File: src/fosr_pkg.sv
package fosr_pkg;
  // =====================================================
  // avalon register map (word index * 4 = byte address)
  localparam logic [3:0] FOSR_ADDR_CTRL = 4'h0;
  localparam logic [3:0] FOSR_ADDR_STATUS = 4'h1;
  localparam logic [3:0] FOSR_ADDR_PROT = 4'h2;
  localparam logic [3:0] FOSR_ADDR_EVENT = 4'h3;
  localparam logic [3:0] FOSR_ADDR_LAST = 4'h4;
  // ctrl fields
  localparam int FOSR_CTRL_LANE_BIT = 0;
  localparam logic [31:0] FOSR_CTRL_RESET = 32'h0000_0000;
  // event register commands (written by the embedded algorithm sequencer)
  localparam int FOSR_EV_PROG_BIT = 0;
  localparam int FOSR_EV_ERASE_BIT = 1;
  localparam int FOSR_EV_MORE_BIT = 2;
  localparam int FOSR_EV_DONE_BIT = 3;
  localparam int FOSR_EV_FAIL_BIT = 4;
  localparam int FOSR_EV_RESET_BIT = 5;
  localparam int FOSR_EV_DATA7_BIT = 8;
  // status byte positions
  localparam int FOSR_POLL_POS = 7;
  localparam int FOSR_TOGGLE_POS = 6;
  localparam int FOSR_FAIL_POS = 5;
  localparam int FOSR_WINDOW_POS = 3;
  localparam logic [7:0] FOSR_PROTECTED = 8'h01;
  localparam logic [7:0] FOSR_UNPROTECTED = 8'h00;
  localparam logic [7:0] FOSR_RESET_CMD = 8'hF0;
  // timing
  localparam int FOSR_CLOCK_HZ = 20_000_000;
  localparam int FOSR_WINDOW_US = 100;
  localparam int FOSR_WINDOW_CYCLES = FOSR_WINDOW_US * (FOSR_CLOCK_HZ / 1_000_000);
  localparam int FOSR_BLOCKED_US = 100;
  localparam int FOSR_BLOCKED_CYCLES = FOSR_BLOCKED_US * (FOSR_CLOCK_HZ / 1_000_000);
  localparam int FOSR_PROG_PULSES = 4;
  localparam int FOSR_ERASE_PULSES = 6;
  localparam int FOSR_QUERY_WRITES = 3;

  typedef enum logic [2:0] {
    FOSR_IDLE = 3'b000,
    FOSR_PROG = 3'b001,
    FOSR_ERASE = 3'b010,
    FOSR_BLOCKED = 3'b011,
    FOSR_QUERY = 3'b100
  } fosr_mode_t;
endpackage

File: src/fosr_sync_if.sv
`timescale 1ns/1ps
interface fosr_sync_if;
  logic [7:0] raw_primary;
  logic [3:0] raw_secondary;
  logic raw_read;
  logic raw_write;
  logic [7:0] primary;
  logic [3:0] secondary;
  logic read;
  logic write;
  modport core (output raw_primary, output raw_secondary, output raw_read, output raw_write,
    input primary, input secondary, input read, input write);
  modport sync (input raw_primary, input raw_secondary, input raw_read, input raw_write,
    output primary, output secondary, output read, output write);
endinterface

File: src/fosr_pin_sync.sv
`timescale 1ns/1ps
module fosr_pin_sync
  import fosr_pkg::*;
(
  input wire logic clock,
  input wire logic rst,
  fosr_sync_if.sync pins
);
  // =====================================================
  // two-stage pin synchroniser
  typedef struct packed {
    logic [13:0] s1;
    logic [13:0] s2;
  } fosr_sync_t;
  fosr_sync_t q;
  fosr_sync_t next_q;

  always_comb begin
    next_q = q;
    next_q.s1 = {pins.raw_primary, pins.raw_secondary, pins.raw_read, pins.raw_write};
    next_q.s2 = q.s1;
  end

  always_ff @(posedge clock or posedge rst) begin
    if (rst) begin
      q <= '0;
    end else begin
      q <= next_q;
    end
  end

  assign {pins.primary, pins.secondary, pins.read, pins.write} = q.s2;
endmodule

File: src/fosr_top.sv
// Added by the designer: the Avalon-MM register port and the register addresses.
`timescale 1ns/1ps
module fosr_top
  import fosr_pkg::*;
#(
  parameter int WINDOW_CYCLES = FOSR_WINDOW_CYCLES,
  parameter int BLOCKED_CYCLES = FOSR_BLOCKED_CYCLES
)
(
  input wire logic clock,
  input wire logic rst,
  input wire logic [3:0] avs_address,
  input wire logic avs_read,
  input wire logic avs_write,
  input wire logic [31:0] avs_writedata,
  output logic [31:0] avs_readdata,
  output logic avs_waitrequest,
  input wire logic [7:0] primary_sector_selects,
  input wire logic [3:0] secondary_sector_selects,
  input wire logic mem_read_strobe,
  input wire logic mem_write_strobe,
  input wire logic mem_addr0,
  input wire logic [7:0] mem_write_byte,
  input wire logic [7:0] array_byte,
  input wire logic [11:0] sector_protected,
  input wire logic [7:0] old_word_bit7_masks,
  output logic [15:0] mem_data_out,
  output logic mem_data_oe
);
  // =====================================================
  // elaboration checks
  if (WINDOW_CYCLES < 2 || BLOCKED_CYCLES < 2) begin : g_bad
    $error("timing counts too small");
  end

  // =====================================================
  // state
  typedef struct packed {
    fosr_mode_t mode;
    logic [2:0] pulses;
    logic busy_valid;
    logic toggle;
    logic fail;
    logic window_open;
    logic erase_started;
    logic [31:0] window_cnt;
    logic [31:0] blocked_cnt;
    logic [31:0] window_age;
    logic data7;
    logic upper_lane;
    logic read_d;
    logic write_d;
    logic [1:0] query_writes;
    logic [15:0] data_out;
    logic data_oe;
    logic ack;
    logic [31:0] rdata;
  } fosr_state_t;
  fosr_state_t q;
  fosr_state_t next_q;

  fosr_sync_if pins ();
  assign pins.raw_primary = primary_sector_selects;
  assign pins.raw_secondary = secondary_sector_selects;
  assign pins.raw_read = mem_read_strobe;
  assign pins.raw_write = mem_write_strobe;

  fosr_pin_sync u_sync (
    .clock(clock),
    .rst(rst),
    .pins(pins)
  );

  logic selected;
  logic read_edge;
  logic write_edge;
  logic avs_wr;
  logic [7:0] status;
  logic sel_protected;
  logic [11:0] sel_vec;
  logic [7:0] byte_out;
  logic busy;

  assign sel_vec = {pins.primary, pins.secondary};
  assign selected = |sel_vec;
  assign read_edge = pins.read && !q.read_d && selected;
  assign write_edge = pins.write && !q.write_d && selected;
  // write lands on the edge where waitrequest is seen low
  assign avs_wr = avs_write && q.ack;
  assign sel_protected = |(sel_vec & sector_protected);
  assign busy = (q.mode == FOSR_PROG) || (q.mode == FOSR_ERASE) || (q.mode == FOSR_BLOCKED);

  // =====================================================
  // status byte assembly
  always_comb begin
    status = 8'h00;
    status[FOSR_POLL_POS] = (q.mode == FOSR_PROG) ? ~q.data7 : 1'b0;
    status[FOSR_TOGGLE_POS] = q.toggle;
    status[FOSR_FAIL_POS] = q.fail;
    status[FOSR_WINDOW_POS] = !q.window_open;
  end

  always_comb begin
    if (q.mode == FOSR_QUERY) begin
      byte_out = sel_protected ? FOSR_PROTECTED : FOSR_UNPROTECTED;
    end else if (busy && q.busy_valid) begin
      byte_out = status;
    end else begin
      byte_out = array_byte;
    end
  end

  // =====================================================
  // next state
  always_comb begin
    next_q = q;
    next_q.read_d = pins.read;
    next_q.write_d = pins.write;
    next_q.ack = (avs_read || avs_write) && !q.ack;
    next_q.data_oe = pins.read && selected;
    // age of the open window, only for the bound check
    next_q.window_age = q.window_open ? q.window_age + 32'd1 : 32'd0;
    // even address only; the status byte is not destructive to read
    if (read_edge && !mem_addr0) begin
      next_q.data_out = q.upper_lane ? {byte_out, 8'h00} : {8'h00, byte_out};
      if (busy && q.busy_valid) begin
        next_q.toggle = ~q.toggle;
      end
    end
    // bus registers
    if (avs_wr && avs_address == FOSR_ADDR_CTRL) begin
      next_q.upper_lane = avs_writedata[FOSR_CTRL_LANE_BIT];
    end
    if (avs_wr && avs_address == FOSR_ADDR_EVENT) begin
      if (avs_writedata[FOSR_EV_PROG_BIT]) begin
        if (sel_protected) begin
          next_q.mode = FOSR_IDLE;
        end else begin
          next_q.mode = FOSR_PROG;
          next_q.data7 = avs_writedata[FOSR_EV_DATA7_BIT];
          next_q.busy_valid = 1'b1;
          if ((old_word_bit7_masks & {8{avs_writedata[FOSR_EV_DATA7_BIT]}}) != 8'h00) begin
            next_q.fail = 1'b1;
          end
        end
      end
      if (avs_writedata[FOSR_EV_ERASE_BIT]) begin
        next_q.busy_valid = 1'b1;
        next_q.window_open = 1'b1;
        next_q.window_cnt = 32'(WINDOW_CYCLES);
        next_q.window_age = 32'd0;
        if (sel_protected) begin
          next_q.mode = FOSR_BLOCKED;
          next_q.blocked_cnt = 32'(BLOCKED_CYCLES);
        end else begin
          next_q.mode = FOSR_ERASE;
        end
      end
      if (avs_writedata[FOSR_EV_MORE_BIT]) begin
        next_q.window_open = 1'b0;
      end
      if (avs_writedata[FOSR_EV_DONE_BIT] && q.mode != FOSR_BLOCKED) begin
        next_q.mode = FOSR_IDLE;
      end
      if (avs_writedata[FOSR_EV_FAIL_BIT]) begin
        next_q.fail = 1'b1;
      end
    end
    // window timer; 100 us plus up to 20 %, we take the nominal edge
    if (q.window_open) begin
      if (q.window_cnt <= 32'd1) begin
        next_q.window_open = 1'b0;
      end else begin
        next_q.window_cnt = q.window_cnt - 32'd1;
      end
    end
    if (q.mode == FOSR_BLOCKED) begin
      if (q.blocked_cnt <= 32'd1) begin
        next_q.mode = FOSR_IDLE;
      end else begin
        next_q.blocked_cnt = q.blocked_cnt - 32'd1;
      end
    end
    // host instruction writes on the memory pins
    if (write_edge) begin
      if (mem_write_byte == FOSR_RESET_CMD) begin
        // fail is set-wins only against a same-cycle failure event; a same-cycle prog mask failure is cleared
        if (!(avs_wr && avs_address == FOSR_ADDR_EVENT && avs_writedata[FOSR_EV_FAIL_BIT])) begin
          next_q.fail = 1'b0;
        end
        if (!busy) begin
          next_q.mode = FOSR_IDLE;
        end
        next_q.query_writes = 2'd0;
      end else if (!busy) begin
        if (q.query_writes == 2'(FOSR_QUERY_WRITES - 1)) begin
          next_q.mode = FOSR_QUERY;
          next_q.query_writes = 2'd0;
        end else begin
          next_q.query_writes = q.query_writes + 2'd1;
        end
      end
    end
    if (next_q.mode == FOSR_IDLE) begin
      next_q.busy_valid = 1'b0;
    end
    // avalon read data
    next_q.rdata = 32'h0000_0000;
    unique case (avs_address)
      FOSR_ADDR_CTRL: next_q.rdata[FOSR_CTRL_LANE_BIT] = q.upper_lane;
      FOSR_ADDR_STATUS: next_q.rdata[7:0] = status;
      FOSR_ADDR_PROT: next_q.rdata[11:0] = sector_protected;
      FOSR_ADDR_EVENT: next_q.rdata[2:0] = q.mode;
      default: next_q.rdata = 32'h0000_0000;
    endcase
  end

  always_ff @(posedge clock or posedge rst) begin
    if (rst) begin
      q <= '0;
    end else begin
      q <= next_q;
    end
  end

  assign avs_readdata = q.rdata;
  assign avs_waitrequest = (avs_read || avs_write) && !q.ack;
  assign mem_data_out = q.data_out;
  assign mem_data_oe = q.data_oe;

  // =====================================================
  // checks
  property p_toggle_busy;
    @(posedge clock) disable iff (rst)
      (read_edge && !mem_addr0 && busy && q.busy_valid) |=> (q.toggle != $past(q.toggle));
  endproperty
  a_toggle_busy: assert property (p_toggle_busy) else $error("toggle did not invert");

  property p_toggle_idle;
    @(posedge clock) disable iff (rst)
      (q.mode == FOSR_IDLE && next_q.mode == FOSR_IDLE) |=> $stable(q.toggle);
  endproperty
  a_toggle_idle: assert property (p_toggle_idle) else $error("toggle moved while idle");

  property p_erase_poll;
    @(posedge clock) disable iff (rst)
      (q.mode == FOSR_ERASE) |-> (status[FOSR_POLL_POS] == 1'b0);
  endproperty
  a_erase_poll: assert property (p_erase_poll) else $error("poll not zero in erase");

  property p_prog_poll;
    @(posedge clock) disable iff (rst)
      (q.mode == FOSR_PROG) |-> (status[FOSR_POLL_POS] == ~q.data7);
  endproperty
  a_prog_poll: assert property (p_prog_poll) else $error("poll not complement");

  property p_fail_hold;
    @(posedge clock) disable iff (rst)
      (q.fail && !(write_edge && mem_write_byte == FOSR_RESET_CMD)) |=> q.fail;
  endproperty
  a_fail_hold: assert property (p_fail_hold) else $error("fail cleared without reset");

  property p_query_answer;
    @(posedge clock) disable iff (rst)
      (q.mode == FOSR_QUERY && read_edge && !mem_addr0 && !q.upper_lane)
        |=> (q.data_out[7:0] == {7'd0, $past(sel_protected)});
  endproperty
  a_query_answer: assert property (p_query_answer) else $error("bad protection answer");

  property p_window_bound;
    @(posedge clock) disable iff (rst)
      q.window_open |-> (q.window_age < 32'(WINDOW_CYCLES));
  endproperty
  a_window_bound: assert property (p_window_bound) else $error("window never closed");

  property p_blocked_end;
    @(posedge clock) disable iff (rst)
      (q.mode == FOSR_BLOCKED && q.blocked_cnt == 32'd1) |=> (q.mode == FOSR_IDLE);
  endproperty
  a_blocked_end: assert property (p_blocked_end) else $error("blocked erase did not end");

  property p_more_window;
    @(posedge clock) disable iff (rst)
      (avs_wr && avs_address == FOSR_ADDR_EVENT && avs_writedata[FOSR_EV_MORE_BIT]
        && !avs_writedata[FOSR_EV_ERASE_BIT]) |=> !q.window_open;
  endproperty
  a_more_window: assert property (p_more_window) else $error("window stayed open");

  property p_oe_select;
    @(posedge clock) disable iff (rst)
      q.data_oe |-> $past(selected);
  endproperty
  a_oe_select: assert property (p_oe_select) else $error("data driven without select");
endmodule
File: config.mk
export PLATFORM = sky130hd
export DESIGN_NAME = fosr_top
export DESIGN_NICKNAME = d
export VERILOG_FILES = /design/src/fosr_pkg.sv /design/src/fosr_sync_if.sv /design/src/fosr_pin_sync.sv /design/src/fosr_top.sv
export SDC_FILE = /design/constraint.sdc
export NUM_CORES = 1
export LEC_CHECK = 0
export BUFFER_PORTS_ARGS = -buffer_cell sky130_fd_sc_hd__buf_2
export CORE_UTILIZATION = 55
export CTS_CLUSTER_DIAMETER = 100
export CTS_CLUSTER_SIZE = 12
export DETAILED_ROUTE_END_ITERATION = 10
export GPL_ROUTABILITY_DRIVEN = 0
export GPL_TIMING_DRIVEN = 0
export HOLD_SLACK_MARGIN = 0.08
export PLACE_DENSITY = 0.78
export SETUP_SLACK_MARGIN = 0.02
export SYNTH_ARGS = -nofsm -noshare
export SYNTH_HDL_FRONTEND = slang
export SYNTH_HIERARCHICAL = 1
export SYNTH_SLANG_ARGS = --single-unit
File: constraint.sdc
create_clock -name clock -period 3.75 [get_ports clock]
set_input_delay 0.1875 -clock clock [delete_from_list [all_inputs] [get_ports clock]]
set_output_delay 0.1875 -clock clock [all_outputs]
set_load 0.05 [all_outputs]
==> results.md <==
* # placed instances at 931
* Final hold vios at 0
* Post-CTS setup buffers at 0
* Drt initial violations at 395
* Fmax at 316 MHz
* Delay-heaviest family, CP: simple AND/OR/NAND/NOR gates
* Headroom to the max-slew limit at 30.7%
* Die area at 12600 um^2
* Startpoint Class: flip-flop
* Clock Sinks at 135
* DP HPWL at 11100 um
* Critical path, cell by cell: nor4_1 -> nand2_1 -> o41ai_2 -> buf_2 -> buf_2 -> nor2_1 -> o21ai_0 -> o21ai_0
* Largest net degree at the start of global routing at 76
* Crit Path Class: flip-flop to flip-flop
* H-tree depth at 4
* Cts bufs inserted at 17
* Reg-to-Reg Start: q[124]
* First-pass GRT wire length at 27200 um
* Worst-path fanout max at 10
* Area grow syn2layout at 25.2%
* # nets final at 938
* Post-synth EDFFs at 0
* 1st-pass router iterations at 8
* Count leader, synth: dfrtp_1
* RSZ-0062 raised after global routing: no
* Top-area cell type share of the netlist area at 50.6%
* CTS tree: done
* Prevailing post-synth register cell: dfrtp_1
* Min cycle time layout at 3.17 ns
* Fin. max-slew vios at 0
* HP Start: avs_address[1]
* CTS max path bufs at 2
* Data required time of the critical path at 4.05 ns
* Count of state elements after synthesis at 135
* PortBufs at 93
* Vias in the first global route at 5687
* Post-CTS resize count at 0
* Hold EP: avs_readdata[0]
* Slowest cell on the critical path: nor4_1
* Post-synth top cells: dfrtp_1 (135), o21ai_0 (60), nor2_1 (54), buf_4 (49), nand2_1 (46)
* Hold depth at 3
* Initial core utilization at 57.4%
* Post-synth top area cell: dfrtp_1
* Root Buffer: clkbuf_16
* Setup tns final at 0 ns
* Sequential fraction of the synthesis area at 50.6%
* Final setup margin at 0.583 ns
* Worst Reg-to-Reg Cells at 8
* Vias/cell at 5.84
* Critical Path AT at 3.47 ns
* YS warnings at 6
* Grt total ovfl at 0
* P per Cell Area at 554 nW/um^2
* Min-delay worst type: primary input to flip-flop
* Initial antenna violation count at 1
* Clock Skews at 0.00680 ns
* Final WL at 16400 um
* Post-route ant nets at 0
* Cell Rows at 39
* Worst-path clk slew at 0.06 ns
* I/O pin cnt at 141
* Core area at 11600 um^2
* GRT Total Usage at 27.6%
* Failing checks: DRC
* Cell variety after synth at 62
* Netlist Area Pre-Place at 6670 um^2
* Max stage delay on crit path at 0.86 ns
* Syn_area_per_cell at 9.88 um^2
* Syn Inst Count at 675
* Share of layout cells above drive strength 1 at 24.6%
* Critical path buffers and inverters at 2
* Clk_lat worst skew at 0.43 ns
* Max Cap Viol at 0
* Die span in y at 112 um
* Maximum VDD drop at 0.000406 V
* Status: finished, violations left
* Pre-CTS setup slack at 0.677 ns
* Drt drc at 4
* Pleak at 0.00378 uW
* DIE WIDTH at 112 um
* Final setup vio count at 0
* Critical Path End Type: flip-flop
* Routed len/inst at 16.4 um
* Number of fill cells at 856
* Synth top area cells: dfrtp_1 (51%), buf_4 (5.5%), o21ai_0 (4.5%)
* Cell Count, Final, Fillers Out at 1000
* Worst-Margin Slew at 1.01 ns
* Via Count at 5838
* RR Endpoint: q[122]
* Tcrit/Tclk final at 84.5%
* Synth async-reset ratio at 100%
* R2r setup slk at 0.58 ns
## where the power goes
part / leakage [uW] / internal, uW / switching, uW
sequential: 0.00163 / 1700 / 243
clock: 0.000280 / 893 / 705
combinational: 0.00187 / 427 / 667
## cell families after synthesis
| logic type | Yosys count | synth area share [%] |
|---|---|---|
| xor+xnor | 6 | 0.788 |
| fa+ha+maj | 4 | 0.750 |
| mux | 11 | 1.74 |
| compound gates | 173 | 17.1 |
| other cells | 1 | 0.0562 |
| flops | 135 | 50.6 |
| simple gates | 259 | 20.8 |
| buf+inv | 86 | 8.16 |
## stage by stage
step	util [%]	cell area [um^2]	hold WS (ns)	total power, uW
after global routing	71.9	8350	0.116	4860
after CTS	71.9	8350	0.0896	4630
after detailed placement	63.9	7420	0.243	3010
after global placement	63.6	7390	0.295	2950
final	71.9	8350	0.112	4630
after floorplan	-	6740	0.219	2720
## worst max path at each step
stage / from / endpoint / slack [ns] / depth (start not counted)
final: q[124] / q[122] / 0.58 / 8
after global routing: q[124] / q[133] / 0.25 / 7
after CTS: q[124] / q[132] / 0.63 / 7
after detailed placement: q[124] / q[132] / 0.68 / 7
after global placement: rst / q[103] / -0.46 / 2
after floorplan: rst / avs_readdata[0] / 0.75 / 1
## per-layer routing
layer / global-route usage, % / part of all wire [%] / vias up
li1: - / - / 2746
met1: 34.7 / 42 / 2868
met2: 46.3 / 51 / 185
met3: 6.53 / 5.0 / 39
met4: 10.7 / 2.0 / 0
met5: 0 / 0 / -
## worst register-to-register path: stages (launching register included)
cell,delay (ns)
dfrtp_1,0.43
nor4_1,0.86
nand2_1,0.24
o41ai_2,0.63
buf_2,0.31
buf_2,0.26
nor2_1,0.06
o21ai_0,0.14
o21ai_0,0.09
## final cells by class
| cell class | instances | area (um^2) | area share, % |
|---|---|---|---|
| buffer | 74 | 499 | 5.98 |
| clock inverter | 14 | 131 | 1.57 |
| antenna | 1 | 2.50 | 0.0300 |
| clock buffer | 18 | 439 | 5.26 |
| multi-input combinational | 473 | 2820 | 33.8 |
| timing repair buffer | 130 | 853 | 10.2 |
| inverter | 12 | 47.5 | 0.569 |
| tap | 143 | 179 | 2.14 |
| sequential | 135 | 3380 | 40.5 |
## cell usage in the layout (no fill, tap or decap), types with 12 or more instances in the layout
cell type,instances
buf_4,49
nor4_1,22
nor3_1,22
nor2_1,54
clkbuf_16,17
o31ai_1,14
dlygate4sd3_1,36
dfrtp_1,135
a22oi_1,12
or3_1,13
clkbuf_1,15
conb_1,20
nand2_1,46
a21oi_1,27
buf_2,99
o21ai_0,60
nand3_1,25
## state kept, by name (all words and copies together), names as in the netlist
register and flops:
u_sync/pins.write 1, mem_data_oe 1, avs_readdata 12, u_sync/pins.primary 8, mem_data_out 16, u_sync/next_q 14
q 78, u_sync/pins.secondary 4, u_sync/pins.read 1
## repair_timing
item                                   in CTS  in global routing
setup endpoints to repair                   0                  0
hold buffers                               36                  0
endpoints found under the hold margin      96                  0
No activity file was read; power rests on OpenSTA's default activity.
